[config.mk]
export PLATFORM = sky130hd
export DESIGN_NAME = tcc_ctrl
export DESIGN_NICKNAME = d
export VERILOG_FILES = /design/src/design/tcc_pkg.sv /design/src/design/tcc_shadow.sv /design/src/design/tcc_chan.sv /design/src/design/tcc_ctrl.sv
export SDC_FILE = /design/constraint.sdc
export NUM_CORES = 1
export LEC_CHECK = 0
export CELL_PAD_IN_SITES_DETAIL_PLACEMENT = 1
export CELL_PAD_IN_SITES_GLOBAL_PLACEMENT = 2
export CORE_MARGIN = 2
export CORE_UTILIZATION = 37
export CTS_CLUSTER_SIZE = 30
export DETAILED_ROUTE_END_ITERATION = 8
export DONT_BUFFER_PORTS = 1
export HOLD_SLACK_MARGIN = 0.02
export PLACE_DENSITY = 0.81
export SKIP_CTS_REPAIR_TIMING = 1
export SYNTH_ARGS = -nofsm -noshare
export SYNTH_HDL_FRONTEND = slang
export SYNTH_HIERARCHICAL = 1
export SYNTH_SLANG_ARGS = --single-unit
[constraint.sdc]
create_clock -name aclk -period 4.19 [get_ports aclk]
set_clock_uncertainty 0.15 [all_clocks]
set_input_delay 0.419 -clock aclk [delete_from_list [all_inputs] [get_ports aclk]]
set_output_delay 0.419 -clock aclk [all_outputs]
set_load 0.02 [all_outputs]
[src/design/tcc_pkg.sv]
// Package for the channel 2/3 capture/compare configuration block
package tcc_pkg;

  // ==========================================================================
  // Register byte offsets
  localparam logic [7:0] OFF_CTRL = 8'h1C;
  localparam logic [7:0] OFF_CHEN = 8'h20;
  localparam logic [7:0] OFF_CV2 = 8'h3C;
  localparam logic [7:0] OFF_CV3 = 8'h40;
  localparam logic [7:0] OFF_PROTECTION_LEVEL = 8'h44;
  localparam logic [7:0] OFF_STAT = 8'h48;

  // ==========================================================================
  // Reset values and field positions
  localparam logic [15:0] CTRL_RESET = 16'h0000;
  localparam logic [15:0] CHEN_RESET = 16'h0000;
  localparam logic [15:0] CHEN_MASK = 16'h3B00;
  localparam logic [1:0] PROTECTION_LEVEL_RESET = 2'h0;
  localparam int CH_BYTE_W = 8;
  localparam int CHEN_CHAN2_ENABLE_BIT = 8;
  localparam int CHEN_CH2P = 9;
  localparam int CHEN_CH2NP = 11;
  localparam int CHEN_CHAN3_ENABLE_BIT = 12;
  localparam int CHEN_CH3P = 13;
  localparam int CNT_W = 16;

  // ==========================================================================
  // Encodings
  localparam logic [2:0] MODE_TIMING = 3'h0;
  localparam logic [2:0] MODE_SET = 3'h1;
  localparam logic [2:0] MODE_CLEAR = 3'h2;
  localparam logic [2:0] MODE_TOGGLE = 3'h3;
  localparam logic [2:0] MODE_LOW = 3'h4;
  localparam logic [2:0] MODE_HIGH = 3'h5;
  localparam logic [2:0] MODE_PWM0 = 3'h6;
  localparam logic [2:0] MODE_PWM1 = 3'h7;
  localparam logic [1:0] DIR_OUTPUT = 2'h0;
  localparam logic [1:0] DIR_TRIG_IN = 2'h3;
  localparam logic [1:0] PROTECTION_LEVEL_LOCKED = 2'h3;
  localparam logic [1:0] RESP_OKAY = 2'h0;
  localparam logic [1:0] RESP_SLVERR = 2'h2;

  // ==========================================================================
  // Carriers
  typedef struct packed {
    logic clear_en;
    logic [2:0] mode;
    logic shadow_en;
    logic fast_en;
    logic [1:0] dir;
  } tcc_chan_cfg_t;

  typedef struct packed {
    logic [CNT_W-1:0] counter_value;
    logic count_down;
    logic update_event;
    logic trigger_edge;
    logic filtered_ext_trigger;
  } tcc_tmr_in_t;

endpackage

[src/design/tcc_shadow.sv]
// Compare value holding register with optional shadow transfer on update
`timescale 1ns/1ps
module tcc_shadow import tcc_pkg::*; #(
  parameter int W = CNT_W
) (
  // Clock and reset
  input wire logic aclk,
  input wire logic aresetn,
  input wire logic ce,
  // Software write
  input wire logic wr_en,
  input wire logic [W-1:0] wr_data,
  // Control
  input wire logic shadow_en,
  input wire logic update_event,
  // Values
  output logic [W-1:0] preload,
  output logic [W-1:0] active
);

  always_ff @(posedge aclk) begin
    if (!aresetn) begin
      preload <= '0;
      active <= '0;
    end else if (ce) begin
      if (wr_en) begin
        preload <= wr_data;
      end
      if (!shadow_en && wr_en) begin
        active <= wr_data;
      end else if (shadow_en && update_event) begin
        active <= preload;
      end
    end
  end

endmodule

[src/design/tcc_chan.sv]
// Output reference generator for one compare channel
`timescale 1ns/1ps
module tcc_chan import tcc_pkg::*; (
  // Clock and reset
  input wire logic aclk,
  input wire logic aresetn,
  input wire logic ce,
  // Configuration
  input wire tcc_chan_cfg_t cfg,
  input wire logic [CNT_W-1:0] compare_value,
  input wire logic pol,
  input wire logic npol,
  // Timer kernel
  input wire tcc_tmr_in_t tmr,
  // Outputs
  output logic ref_level,
  output logic out_main,
  output logic out_comp
);

  logic match_q;
  logic pwm_q;
  logic was_timing;
  logic next_ref;

  wire match = tmr.counter_value == compare_value;
  wire match_hit = match & ~match_q;
  wire is_pwm = cfg.mode[2] & cfg.mode[1];
  // Down counting: high unless counter is above compare
  wire pwm0_level = tmr.count_down ? (tmr.counter_value <= compare_value)
                                   : (tmr.counter_value < compare_value);
  wire pwm_level = cfg.mode[0] ? ~pwm0_level : pwm0_level;
  // Level the output takes just after a compare match
  wire fast_level = tmr.count_down ^ cfg.mode[0];
  wire fast_hit = is_pwm & cfg.fast_en & tmr.trigger_edge;
  // Only a fresh entry from timing mode or a comparison change moves the level
  wire pwm_move = was_timing | (pwm_level != pwm_q);

  always_comb begin
    next_ref = ref_level;
    if (cfg.dir == DIR_OUTPUT) begin
      case (cfg.mode)
        MODE_TIMING: next_ref = ref_level;
        MODE_SET: next_ref = match_hit ? 1'b1 : ref_level;
        MODE_CLEAR: next_ref = match_hit ? 1'b0 : ref_level;
        MODE_TOGGLE: next_ref = match_hit ? ~ref_level : ref_level;
        MODE_LOW: next_ref = 1'b0;
        MODE_HIGH: next_ref = 1'b1;
        MODE_PWM0, MODE_PWM1: next_ref = pwm_move ? pwm_level : ref_level;
        default: next_ref = ref_level;
      endcase
      if (fast_hit) begin
        next_ref = fast_level;
      end
      if (cfg.clear_en && tmr.filtered_ext_trigger) begin
        next_ref = 1'b0;
      end
    end
  end

  always_ff @(posedge aclk) begin
    if (!aresetn) begin
      match_q <= 1'b0;
      pwm_q <= 1'b0;
      was_timing <= 1'b1;
      ref_level <= 1'b0;
      out_main <= 1'b0;
      out_comp <= 1'b0;
    end else if (ce) begin
      match_q <= match;
      pwm_q <= pwm_level;
      was_timing <= cfg.mode == MODE_TIMING;
      ref_level <= next_ref;
      out_main <= next_ref ^ pol;
      out_comp <= ~next_ref ^ npol;
    end
  end

endmodule

[src/design/tcc_ctrl.sv]
// Channel 2/3 capture/compare configuration with AXI4-Lite register slave
//
// Contract
// - Channel 3 direction bits 9:8: 00 output, else input from ch3, ch2 or trigger.
// - Direction field writes take effect only while that channel is disabled.
// - Clear enable with external trigger high drives channel 2 reference low.
// - Timing mode 000 keeps the reference steady whatever the comparison.
// - Mode 001 sets the reference high on counter equal compare value.
// - Mode 010 clears the reference on counter equal compare value.
// - Mode 011 toggles the reference on every counter match.
// - Mode 100 forces low, mode 101 forces high.
// - PWM mode 0: up high below compare; down low above compare.
// - PWM mode 1: inverse levels of PWM mode 0.
// - PWM level moves only on entry from timing or a comparison change.
// - Compare mode writes blocked when protection is 11 and channel is output.
// - High reference is active; outputs apply their polarity bits.
// - Shadow bit 3 makes written compare values go through a shadow copy.
// - With shadowing, the active compare value loads only at update events.
// - Channel 3 has clear, mode, shadow, fast bits at 15, 14:12, 11, 10.
// - Fast enable in PWM treats a trigger edge as a compare match.
// - Channel 2 direction bits 1:0: input from ch2, ch3 or trigger.
// - Control register at 0x1C, reset value 0x0000.
// - Control register accepts half-word and word accesses.
//
// Added by the designer: register access over AXI4-Lite.
`timescale 1ns/1ps
module tcc_ctrl import tcc_pkg::*; #(
  parameter int AW = 8,
  parameter int CW = CNT_W
) (
  // Clock, reset and clock enable
  input wire logic aclk,
  input wire logic aresetn,
  input wire logic ce,
  // AXI4-Lite write address
  input wire logic awvalid,
  output logic awready,
  input wire logic [AW-1:0] awaddr,
  input wire logic [2:0] awprot,
  // AXI4-Lite write data
  input wire logic wvalid,
  output logic wready,
  input wire logic [31:0] wdata,
  input wire logic [3:0] wstrb,
  // AXI4-Lite write response
  output logic bvalid,
  input wire logic bready,
  output logic [1:0] bresp,
  // AXI4-Lite read address
  input wire logic arvalid,
  output logic arready,
  input wire logic [AW-1:0] araddr,
  input wire logic [2:0] arprot,
  // AXI4-Lite read data
  input wire logic rvalid_unused_tie,
  output logic rvalid,
  input wire logic rready,
  output logic [31:0] rdata,
  output logic [1:0] rresp,
  // Timer kernel
  input wire tcc_tmr_in_t tmr,
  // Compare outputs
  output logic chan2_output_reference,
  output logic chan3_output_reference,
  output logic chan2_out,
  output logic chan2_out_comp,
  output logic chan3_out,
  // Capture configuration
  output logic [1:0] chan2_capture_source,
  output logic [1:0] chan3_capture_source,
  output logic [3:0] chan2_capture_filter,
  output logic [3:0] chan3_capture_filter,
  output logic [1:0] chan2_capture_prescale,
  output logic [1:0] chan3_capture_prescale,
  output logic trigger_capture_used,
  // Active compare values
  output logic [CW-1:0] chan2_compare_value,
  output logic [CW-1:0] chan3_compare_value
);

  // ==========================================================================
  // Parameter checks
  if (CW != CNT_W) begin : g_bad_cw
    $error("Compare width must match the counter carrier width");
  end
  if (AW < 8 || AW > 32) begin : g_bad_aw
    $error("Address width must be between 8 and 32");
  end

  // ==========================================================================
  // Decoding helpers
  function automatic logic [15:0] merge16(input logic [15:0] old, input logic [31:0] data,
                                          input logic [3:0] strb);
    logic [15:0] res;
    res = old;
    if (strb[0]) begin
      res[7:0] = data[7:0];
    end
    if (strb[1]) begin
      res[15:8] = data[15:8];
    end
    return res;
  endfunction

  // Field protection for one channel byte of the control register
  function automatic tcc_chan_cfg_t guard_cfg(input tcc_chan_cfg_t old, input tcc_chan_cfg_t upd,
                                              input logic enabled, input logic [1:0] protection_level);
    tcc_chan_cfg_t res;
    res = upd;
    if (enabled) begin
      res.dir = old.dir;
    end
    if (protection_level == PROTECTION_LEVEL_LOCKED && old.dir == DIR_OUTPUT) begin
      res.mode = old.mode;
      res.shadow_en = old.shadow_en;
    end
    return res;
  endfunction

  function automatic logic [AW-1:0] word_addr(input logic [AW-1:0] a);
    return {a[AW-1:2], 2'b00};
  endfunction

  // ==========================================================================
  // Register state
  logic [15:0] ctrl;
  logic [15:0] chen;
  logic [1:0] protection_level_level;
  logic aw_held;
  logic [AW-1:0] aw_addr;
  logic w_held;
  logic [31:0] w_data;
  logic [3:0] w_strb;

  tcc_chan_cfg_t chan_cfg [2];
  logic [CW-1:0] cv_pre [2];
  logic [CW-1:0] cv_act [2];
  logic cv_wr [2];
  logic ch_en [2];
  logic ch_pol [2];
  logic ch_npol [2];
  logic ch_ref [2];
  logic ch_out [2];
  logic ch_comp [2];

  // ==========================================================================
  // Write path: address and data are taken in either order
  wire do_write = aw_held & w_held & ~bvalid;
  wire [AW-1:0] wa = word_addr(aw_addr);
  wire hit_ctrl_w = wa == AW'(OFF_CTRL);
  wire hit_chen_w = wa == AW'(OFF_CHEN);
  wire hit_cv2_w = wa == AW'(OFF_CV2);
  wire hit_cv3_w = wa == AW'(OFF_CV3);
  wire hit_protection_level_w = wa == AW'(OFF_PROTECTION_LEVEL);
  wire hit_stat_w = wa == AW'(OFF_STAT);
  wire write_mapped = hit_ctrl_w | hit_chen_w | hit_cv2_w | hit_cv3_w | hit_protection_level_w | hit_stat_w;

  // Byte strobes let a half-word store touch only the low half
  wire [15:0] ctrl_merged = merge16(ctrl, w_data, w_strb);
  wire [15:0] chen_merged = merge16(chen, w_data, w_strb) & CHEN_MASK;
  wire [15:0] cv_merged2 = merge16(16'(cv_pre[0]), w_data, w_strb);
  wire [15:0] cv_merged3 = merge16(16'(cv_pre[1]), w_data, w_strb);
  wire tcc_chan_cfg_t cfg2_new = guard_cfg(chan_cfg[0], tcc_chan_cfg_t'(ctrl_merged[7:0]), ch_en[0], protection_level_level);
  wire tcc_chan_cfg_t cfg3_new = guard_cfg(chan_cfg[1], tcc_chan_cfg_t'(ctrl_merged[15:8]), ch_en[1], protection_level_level);

  // No new address or data is taken while a response still waits
  assign awready = ce & ~aw_held & ~bvalid;
  assign wready = ce & ~w_held & ~bvalid;
  assign cv_wr[0] = do_write & hit_cv2_w;
  assign cv_wr[1] = do_write & hit_cv3_w;

  always_ff @(posedge aclk) begin
    if (!aresetn) begin
      aw_held <= 1'b0;
      aw_addr <= '0;
    end else if (ce) begin
      if (awvalid && awready) begin
        aw_held <= 1'b1;
        aw_addr <= awaddr;
      end else if (do_write) begin
        aw_held <= 1'b0;
      end
    end
  end

  always_ff @(posedge aclk) begin
    if (!aresetn) begin
      w_held <= 1'b0;
      w_data <= 32'h00000000;
      w_strb <= 4'h0;
    end else if (ce) begin
      if (wvalid && wready) begin
        w_held <= 1'b1;
        w_data <= wdata;
        w_strb <= wstrb;
      end else if (do_write) begin
        w_held <= 1'b0;
      end
    end
  end

  always_ff @(posedge aclk) begin
    if (!aresetn) begin
      bvalid <= 1'b0;
      bresp <= RESP_OKAY;
    end else if (ce) begin
      if (do_write) begin
        bvalid <= 1'b1;
        bresp <= write_mapped ? RESP_OKAY : RESP_SLVERR;
      end else if (bvalid && bready) begin
        bvalid <= 1'b0;
      end
    end
  end

  // ==========================================================================
  // Configuration registers
  always_ff @(posedge aclk) begin
    if (!aresetn) begin
      ctrl <= CTRL_RESET;
    end else if (ce && do_write && hit_ctrl_w) begin
      ctrl <= {cfg3_new, cfg2_new};
    end
  end

  always_ff @(posedge aclk) begin
    if (!aresetn) begin
      chen <= CHEN_RESET;
    end else if (ce && do_write && hit_chen_w) begin
      chen <= chen_merged;
    end
  end

  always_ff @(posedge aclk) begin
    if (!aresetn) begin
      protection_level_level <= PROTECTION_LEVEL_RESET;
    end else if (ce && do_write && hit_protection_level_w && w_strb[0]) begin
      protection_level_level <= w_data[1:0];
    end
  end

  // Each channel owns one byte of the control register
  assign chan_cfg[0] = tcc_chan_cfg_t'(ctrl[CH_BYTE_W-1:0]);
  assign chan_cfg[1] = tcc_chan_cfg_t'(ctrl[2*CH_BYTE_W-1:CH_BYTE_W]);
  assign ch_en[0] = chen[CHEN_CHAN2_ENABLE_BIT];
  assign ch_en[1] = chen[CHEN_CHAN3_ENABLE_BIT];
  assign ch_pol[0] = chen[CHEN_CH2P];
  assign ch_pol[1] = chen[CHEN_CH3P];
  assign ch_npol[0] = chen[CHEN_CH2NP];
  // Channel 3 has no complementary pin
  assign ch_npol[1] = 1'b0;

  // ==========================================================================
  // Channels
  for (genvar i = 0; i < 2; i++) begin : g_chan
    tcc_shadow #(
      .W(CW)
    ) u_shadow (
      .aclk(aclk),
      .aresetn(aresetn),
      .ce(ce),
      .wr_en(cv_wr[i]),
      .wr_data(i == 0 ? CW'(cv_merged2) : CW'(cv_merged3)),
      .shadow_en(chan_cfg[i].shadow_en),
      .update_event(tmr.update_event),
      .preload(cv_pre[i]),
      .active(cv_act[i])
    );

    tcc_chan u_chan (
      .aclk(aclk),
      .aresetn(aresetn),
      .ce(ce),
      .cfg(chan_cfg[i]),
      .compare_value(cv_act[i]),
      .pol(ch_pol[i]),
      .npol(ch_npol[i]),
      .tmr(tmr),
      .ref_level(ch_ref[i]),
      .out_main(ch_out[i]),
      .out_comp(ch_comp[i])
    );
  end

  assign chan2_output_reference = ch_ref[0];
  assign chan3_output_reference = ch_ref[1];
  assign chan2_out = ch_out[0];
  assign chan2_out_comp = ch_comp[0];
  assign chan3_out = ch_out[1];
  assign chan2_compare_value = cv_act[0];
  assign chan3_compare_value = cv_act[1];

  // ==========================================================================
  // Capture view of the same bits; zero while the channel drives an output
  wire ch2_in = chan_cfg[0].dir != DIR_OUTPUT;
  wire ch3_in = chan_cfg[1].dir != DIR_OUTPUT;
  assign chan2_capture_source = chan_cfg[0].dir;
  assign chan3_capture_source = chan_cfg[1].dir;
  assign chan2_capture_filter = ch2_in ? ctrl[7:4] : 4'h0;
  assign chan3_capture_filter = ch3_in ? ctrl[15:12] : 4'h0;
  assign chan2_capture_prescale = ch2_in ? ctrl[3:2] : 2'h0;
  assign chan3_capture_prescale = ch3_in ? ctrl[11:10] : 2'h0;
  // Tells the slave controller that a trigger selection is needed
  assign trigger_capture_used = (chan_cfg[0].dir == DIR_TRIG_IN) | (chan_cfg[1].dir == DIR_TRIG_IN);

  // ==========================================================================
  // Read path
  wire [AW-1:0] ra = word_addr(araddr);
  wire [31:0] stat_word = {27'h0, ch_out[1], ch_comp[0], ch_out[0], ch_ref[1], ch_ref[0]};
  wire hit_ctrl_r = ra == AW'(OFF_CTRL);
  wire hit_chen_r = ra == AW'(OFF_CHEN);
  wire hit_cv2_r = ra == AW'(OFF_CV2);
  wire hit_cv3_r = ra == AW'(OFF_CV3);
  wire hit_protection_level_r = ra == AW'(OFF_PROTECTION_LEVEL);
  wire hit_stat_r = ra == AW'(OFF_STAT);
  wire read_mapped = hit_ctrl_r | hit_chen_r | hit_cv2_r | hit_cv3_r | hit_protection_level_r | hit_stat_r;
  wire [31:0] read_word = hit_ctrl_r ? {16'h0000, ctrl} :
                          hit_chen_r ? {16'h0000, chen} :
                          hit_cv2_r ? 32'(cv_pre[0]) :
                          hit_cv3_r ? 32'(cv_pre[1]) :
                          hit_protection_level_r ? {30'h0, protection_level_level} :
                          hit_stat_r ? stat_word : 32'h00000000;

  assign arready = ce & ~rvalid;

  always_ff @(posedge aclk) begin
    if (!aresetn) begin
      rvalid <= 1'b0;
    end else if (ce) begin
      if (arvalid && arready) begin
        rvalid <= 1'b1;
      end else if (rvalid && rready) begin
        rvalid <= 1'b0;
      end
    end
  end

  // Data only loads on acceptance, so it stands while rvalid waits
  always_ff @(posedge aclk) begin
    if (!aresetn) begin
      rdata <= 32'h00000000;
      rresp <= RESP_OKAY;
    end else if (ce && arvalid && arready) begin
      rdata <= read_word;
      rresp <= read_mapped ? RESP_OKAY : RESP_SLVERR;
    end
  end

endmodule

Word level (Yosys, flattened, before mapping)
Index checks and enable logic that the tools add are counted.
- flip-flop bits (word level): 164
- output and inout port bits: 95
- input port bits: 87
- word-level logic and storage cells: 221
- reductions and logical operators: 54
- order comparisons: 4
- bitwise gates (word level): 50
- mux-type cells: 47
- eq/ne operators: 33
- operators by type and width (cell ; number):
    2-to-1 mux 16 bit ; 8
    equality test 6 x 5 -> 1 bit (second input constant) ; 6
    equality test 16 bit ; 2
    less-or-equal comparator 16 bit ; 2
    < comparator 16 bit ; 2
    2-to-1 mux 8 bit ; 4
    AND reduction 2 bit ; 14
    2-to-1 mux 1 bit ; 25
    equality test 3 bit (second input constant) ; 8
    equality test 6 x 4 -> 1 bit (second input constant) ; 4
    logical AND 1 bit ; 20
    AND 1 bit ; 17
    nonzero test 2 bit ; 8
    inverter 1 bit ; 15
    one-hot mux 1 bit (7 select lines) ; 2
    OR 1 bit ; 13
    equality test 3 x 2 -> 1 bit (second input constant) ; 4
    equality test 6 x 3 -> 1 bit (second input constant) ; 2
    AND reduction 3 bit ; 4
    2-to-1 mux 5 bit ; 2
    2-to-1 mux 2 bit ; 4
    2-to-1 mux 4 bit ; 2
    equality test 2 bit (second input constant) ; 3
    equality test 3 x 1 -> 1 bit (second input constant) ; 2
    other kinds (6) ; 15

Longest topological paths before layout
- word-level depth: 13
- mapped depth: 14
- depth with buffers taken out: 14

By module
The synthesis kept the hierarchy.
- modules (own cells, without submodules) (module ; times used ; cells each ; area an instance (sq um) ; sequential area each (sq um)):
    tcc_ctrl ; 1 ; 506 ; 3908.7 ; 1381.3
    tcc_shadow ; 2 ; 144 ; 1283.7 ; 640.6
    tcc_chan (g_chan[1].u_chan) ; 1 ; 125 ; 982.2 ; 120.1
    tcc_chan (g_chan[0].u_chan) ; 1 ; 120 ; 889.6 ; 120.1

Worst setup path after synthesis
No wires, ideal clock.
- path kind: flip-flop to flip-flop
- start point: register g_chan[0].u_shadow.active[14]
- end point: register g_chan[0].u_chan.out_comp
- clock period less this slack: 3.584 ns
- cell stages (with the launch flop): 13
- data required time: 3.949 ns
- path buffers: 0
- setup slack: 0.606 ns
- library setup time: 0.091 ns
- arrival: 3.343 ns
- cell sequence: dfxtp_1 inv_1 ha_1 nand4_1 or3_1 or3_1 ha_1 or3b_1 a21oi_1 a2111oi_0 a211o_1 or4_1 a311oi_1
- cells in the longest elaborated chain, start to end: 13
- elaborated cells on any way between the ends: 19
- RTL lines (what ; RTL line ; text):
    from (decl) ; tcc_shadow.sv:18 ; output logic [W-1:0] active
    from (signal assigned) ; tcc_shadow.sv:30 ; active <= wr_data;
    from (signal assigned) ; tcc_shadow.sv:32 ; active <= preload;
    < comparator 16 bit or less-or-equal comparator 16 bit (tied branches) ; tcc_chan.sv:31, tcc_chan.sv:30 ;
    2-to-1 mux 1 bit ; tcc_chan.sv:30 ; wire pwm0_level = tmr.count_down ? (tmr.counter_value <= compare_value)
    inverter 1 bit ; tcc_chan.sv:32 ; wire pwm_level = cfg.mode[0] ? ~pwm0_level : pwm0_level;
    2-to-1 mux 1 bit ; tcc_chan.sv:32 ;
    != test 1 bit ; tcc_chan.sv:37 ; wire pwm_move = was_timing | (pwm_level != pwm_q);
    OR 1 bit ; tcc_chan.sv:37 ;
    2-to-1 mux 1 bit ; tcc_chan.sv:49 ; MODE_PWM0, MODE_PWM1: next_ref = pwm_move ? pwm_level : ref_level;
    one-hot mux 1 bit (7 select lines) * ; tcc_chan.sv:42 ; case (cfg.mode)
    2-to-1 mux 1 bit * ; tcc_chan.sv:52 ; if (fast_hit) begin
    2-to-1 mux 1 bit * ; tcc_chan.sv:55 ; if (cfg.clear_en && tmr.filtered_ext_trigger) begin
    2-to-1 mux 1 bit * ; tcc_chan.sv:41 ; if (cfg.dir == DIR_OUTPUT) begin
    inverter 1 bit * ; tcc_chan.sv:75 ; out_comp <= ~next_ref ^ npol;
    XOR 1 bit * ; tcc_chan.sv:75 ;
    to (signal assigned) ; tcc_chan.sv:75 ;
    to (decl) ; tcc_chan.sv:18 ; output logic out_comp
Mark *: on every way between the ends. The rest lies on a longest branch, timed or not.
A chain may end at the register's enable or synchronous reset.

Final worst setup path
- start point: register g_chan[0].u_shadow.active[12]
- end point: register g_chan[0].u_chan.out_comp
The elaborated chain is that of the path after synthesis.

==> results.txt <==
number of diodes -> 0
WL per Instance -> 21.5 um
critical path type -> reg -> reg
Hold Vio Cnt, Final -> 0
via count -> 7469
Syn Area/Cell -> 8.03 um^2
min Tclk post-route -> 3.89 ns
Core Area -> 21900 um^2
hold wc startpoint -> awaddr[2]
routability congestion estimate -> 0.835
leakage power -> 3.17 nW
commonest non-fill, non-tap cells in the layout -> 187 x nand2_1, 144 x dfxtp_1, 77 x inv_1
Worst path slowest cell -> dfxtp_1
global router's overall resource usage -> 23.3%
DIE HEIGHT -> 154 um
R2R Path Start -> g_chan[0].u_shadow/active[12]
I/O Pins -> 182
run status -> finished clean
worst r2r dst -> g_chan[0].u_chan/out_comp
share of cells above drive strength 1 -> 7.66%
Num CTS Buffers -> 17
CP delay by family, top -> simple AND/OR/NAND/NOR gates
r2r setup slk -> 0.30 ns
# fillers -> 2649
critical-path cell list -> inv_1 -> ha_1 -> nand4_1 -> or3_1 -> or3_1 -> ha_1 -> or3b_1 -> a21oi_1 -> a2111oi_0 -> a211o_1 -> or4_1 -> a311oi_1
initial antenna violation count -> 0
Antenna Violating Nets Remaining -> 0
Worst Hold Depth -> 2
clock tree buffer depth -> 2
total wire length -> 28.5 mm
synthesized instance count -> 1033
WL met2 -> 13.6 mm
uppermost routed layer -> met4
CTS Sinks -> 144
worst slack at placement -> 0.298 ns
Worst slew margin -> 42.4%
first-pass GRT wire length -> 42.6 mm
CTS root buffer -> clkbuf_16
Final Max Tran Viols -> 0
met3 WL -> 1.24 mm
Non-Filler Instances -> 1325
DRT iter0 DRCs -> 528
max cap viols -> 0
CP startpoint kind -> flop
pin count of the biggest net entering global routing -> 162
internal power -> 0.00234 W
r2r worst-path depth -> 12
Overall Power -> 0.00317 W
Die ar. -> 23600 um^2
power per cell area -> 344 nW/um^2
commonest non-fill, non-tap cell in the layout -> nand2_1
Comb pwr share -> 6.8%
vias per cell -> 5.64
peak ir drop on the vdd network -> 0.292 mV
TritonRoute pass-1 iters -> 5
Worst Setup Slack, final -> 0.303 ns
# setup viols final -> 0
die width -> 154 um
Final Cycle Share -> 92.8%
Critical path origin -> g_chan[0].u_shadow/active[12]
Levels on crit path -> 12
Crit. End Element -> flop
Clk pin slew, worst setup/hold paths -> 0.07 ns
Post-Place Cells -> 1272
Hold Crit Endpoint -> aw_addr[2]
switching share of power -> 26.1%
detailed placer's ending HPWL -> 20.6 mm
Remaining DRCs -> 0
slowest stage delay, CP -> 0.49 ns
worst path arrival time -> 4.08 ns
clock network fraction of design power -> 47.7%
Worst EP required -> 4.38 ns
crit path buf inv count -> 1
Post-Syn Area -> 8300 um^2
fmax -> 257 MHz
Tightest Pin Transition -> 0.861 ns
CTS H-tree lvls -> 4
sequential share of power -> 45.5%
Skew-Pair Late Insertion Delay -> 0.43 ns
Max Fanout on Critical Path -> 5
total gr overflow -> 0
nets@finish -> 1156
Starting Density -> 37.9%
FP Rows -> 54
Yosys warnings -> 6
IO Port Bufs -> 0
vias in the first global route -> 7216
RSZ-0062 raised after global routing -> false
Net Sw Power -> 0.000826 W
post-route setup TNS -> 0 ns
CTS tree -> done
area grow syn2layout -> 11.0%
Min-Delay Path Class -> in -> reg
Metal-1 WL -> 13.0 mm
## worst max path at each step
| stage | end | slack (ns) |
|---|---|---|
| global route | g_chan[0].u_chan/out_comp | 0.04 |
| global placement | g_chan[0].u_chan/out_comp | 0.34 |
| finish | g_chan[0].u_chan/out_comp | 0.30 |
| CTS | g_chan[0].u_chan/out_comp | 0.27 |
| floorplan | g_chan[0].u_chan/out_comp | 0.61 |
| detailed placement | g_chan[0].u_chan/out_comp | 0.30 |
## area by class of cell
cell class	instances	area (um^2)	share of cell area, %
well taps	280	350	3.81
clock inverters	12	124	1.35
multi-input cells	751	4730	51.4
inverters	77	289	3.14
flip-flops and latches	144	2880	31.3
clock buffers	19	453	4.92
repair buffers	42	370	4.02
## metrics by stage
stage / cell area [um^2] / hold WS (ns) / util (%)
global placement: 8410 / 0.312 / 38.4
detailed placement: 8410 / 0.322 / 38.4
global route: 9200 / 0.0237 / 42.0
finish: 9200 / 0.00561 / 42.0
floorplan: 8360 / 0.297 / -
CTS: 8980 / -0.0885 / 41.0
## flip-flops by register name, summed over array words and instances (netlist names), 2 cells and up
signal,flops
rdata,16
g_chan.u_chan/was_timing,2
protection_level_level,2
g_chan.u_chan/ref_level,2
g_chan.u_chan/match_q,2
g_chan.u_shadow/preload,32
g_chan.u_shadow/active,32
w_strb,2
g_chan.u_chan/out_main,2
w_data,16
ctrl,16
aw_addr,6
g_chan.u_chan/pwm_q,2
chen,5
## routing by layer
layer / GRT usage, % / vias up
met5: 0 / -
met4: 7.30 / 0
met3: 3.95 / 31
met2: 38.5 / 190
met1: 31.1 / 3634
li1: - / 3614
## power groups by stage
stage          Combinational [W]  Sequential [W]  Clock (W)
3_3_place_gp            0.000191         0.00147          0
3_5_place_dp            0.000195         0.00147          0
2_1_floorplan           0.000196         0.00145          0
4_1_cts                 0.000196         0.00144    0.00153
5_1_grt                 0.000241         0.00144    0.00159
6_report                0.000217         0.00144    0.00151
(Power assumes the default switching activity.)
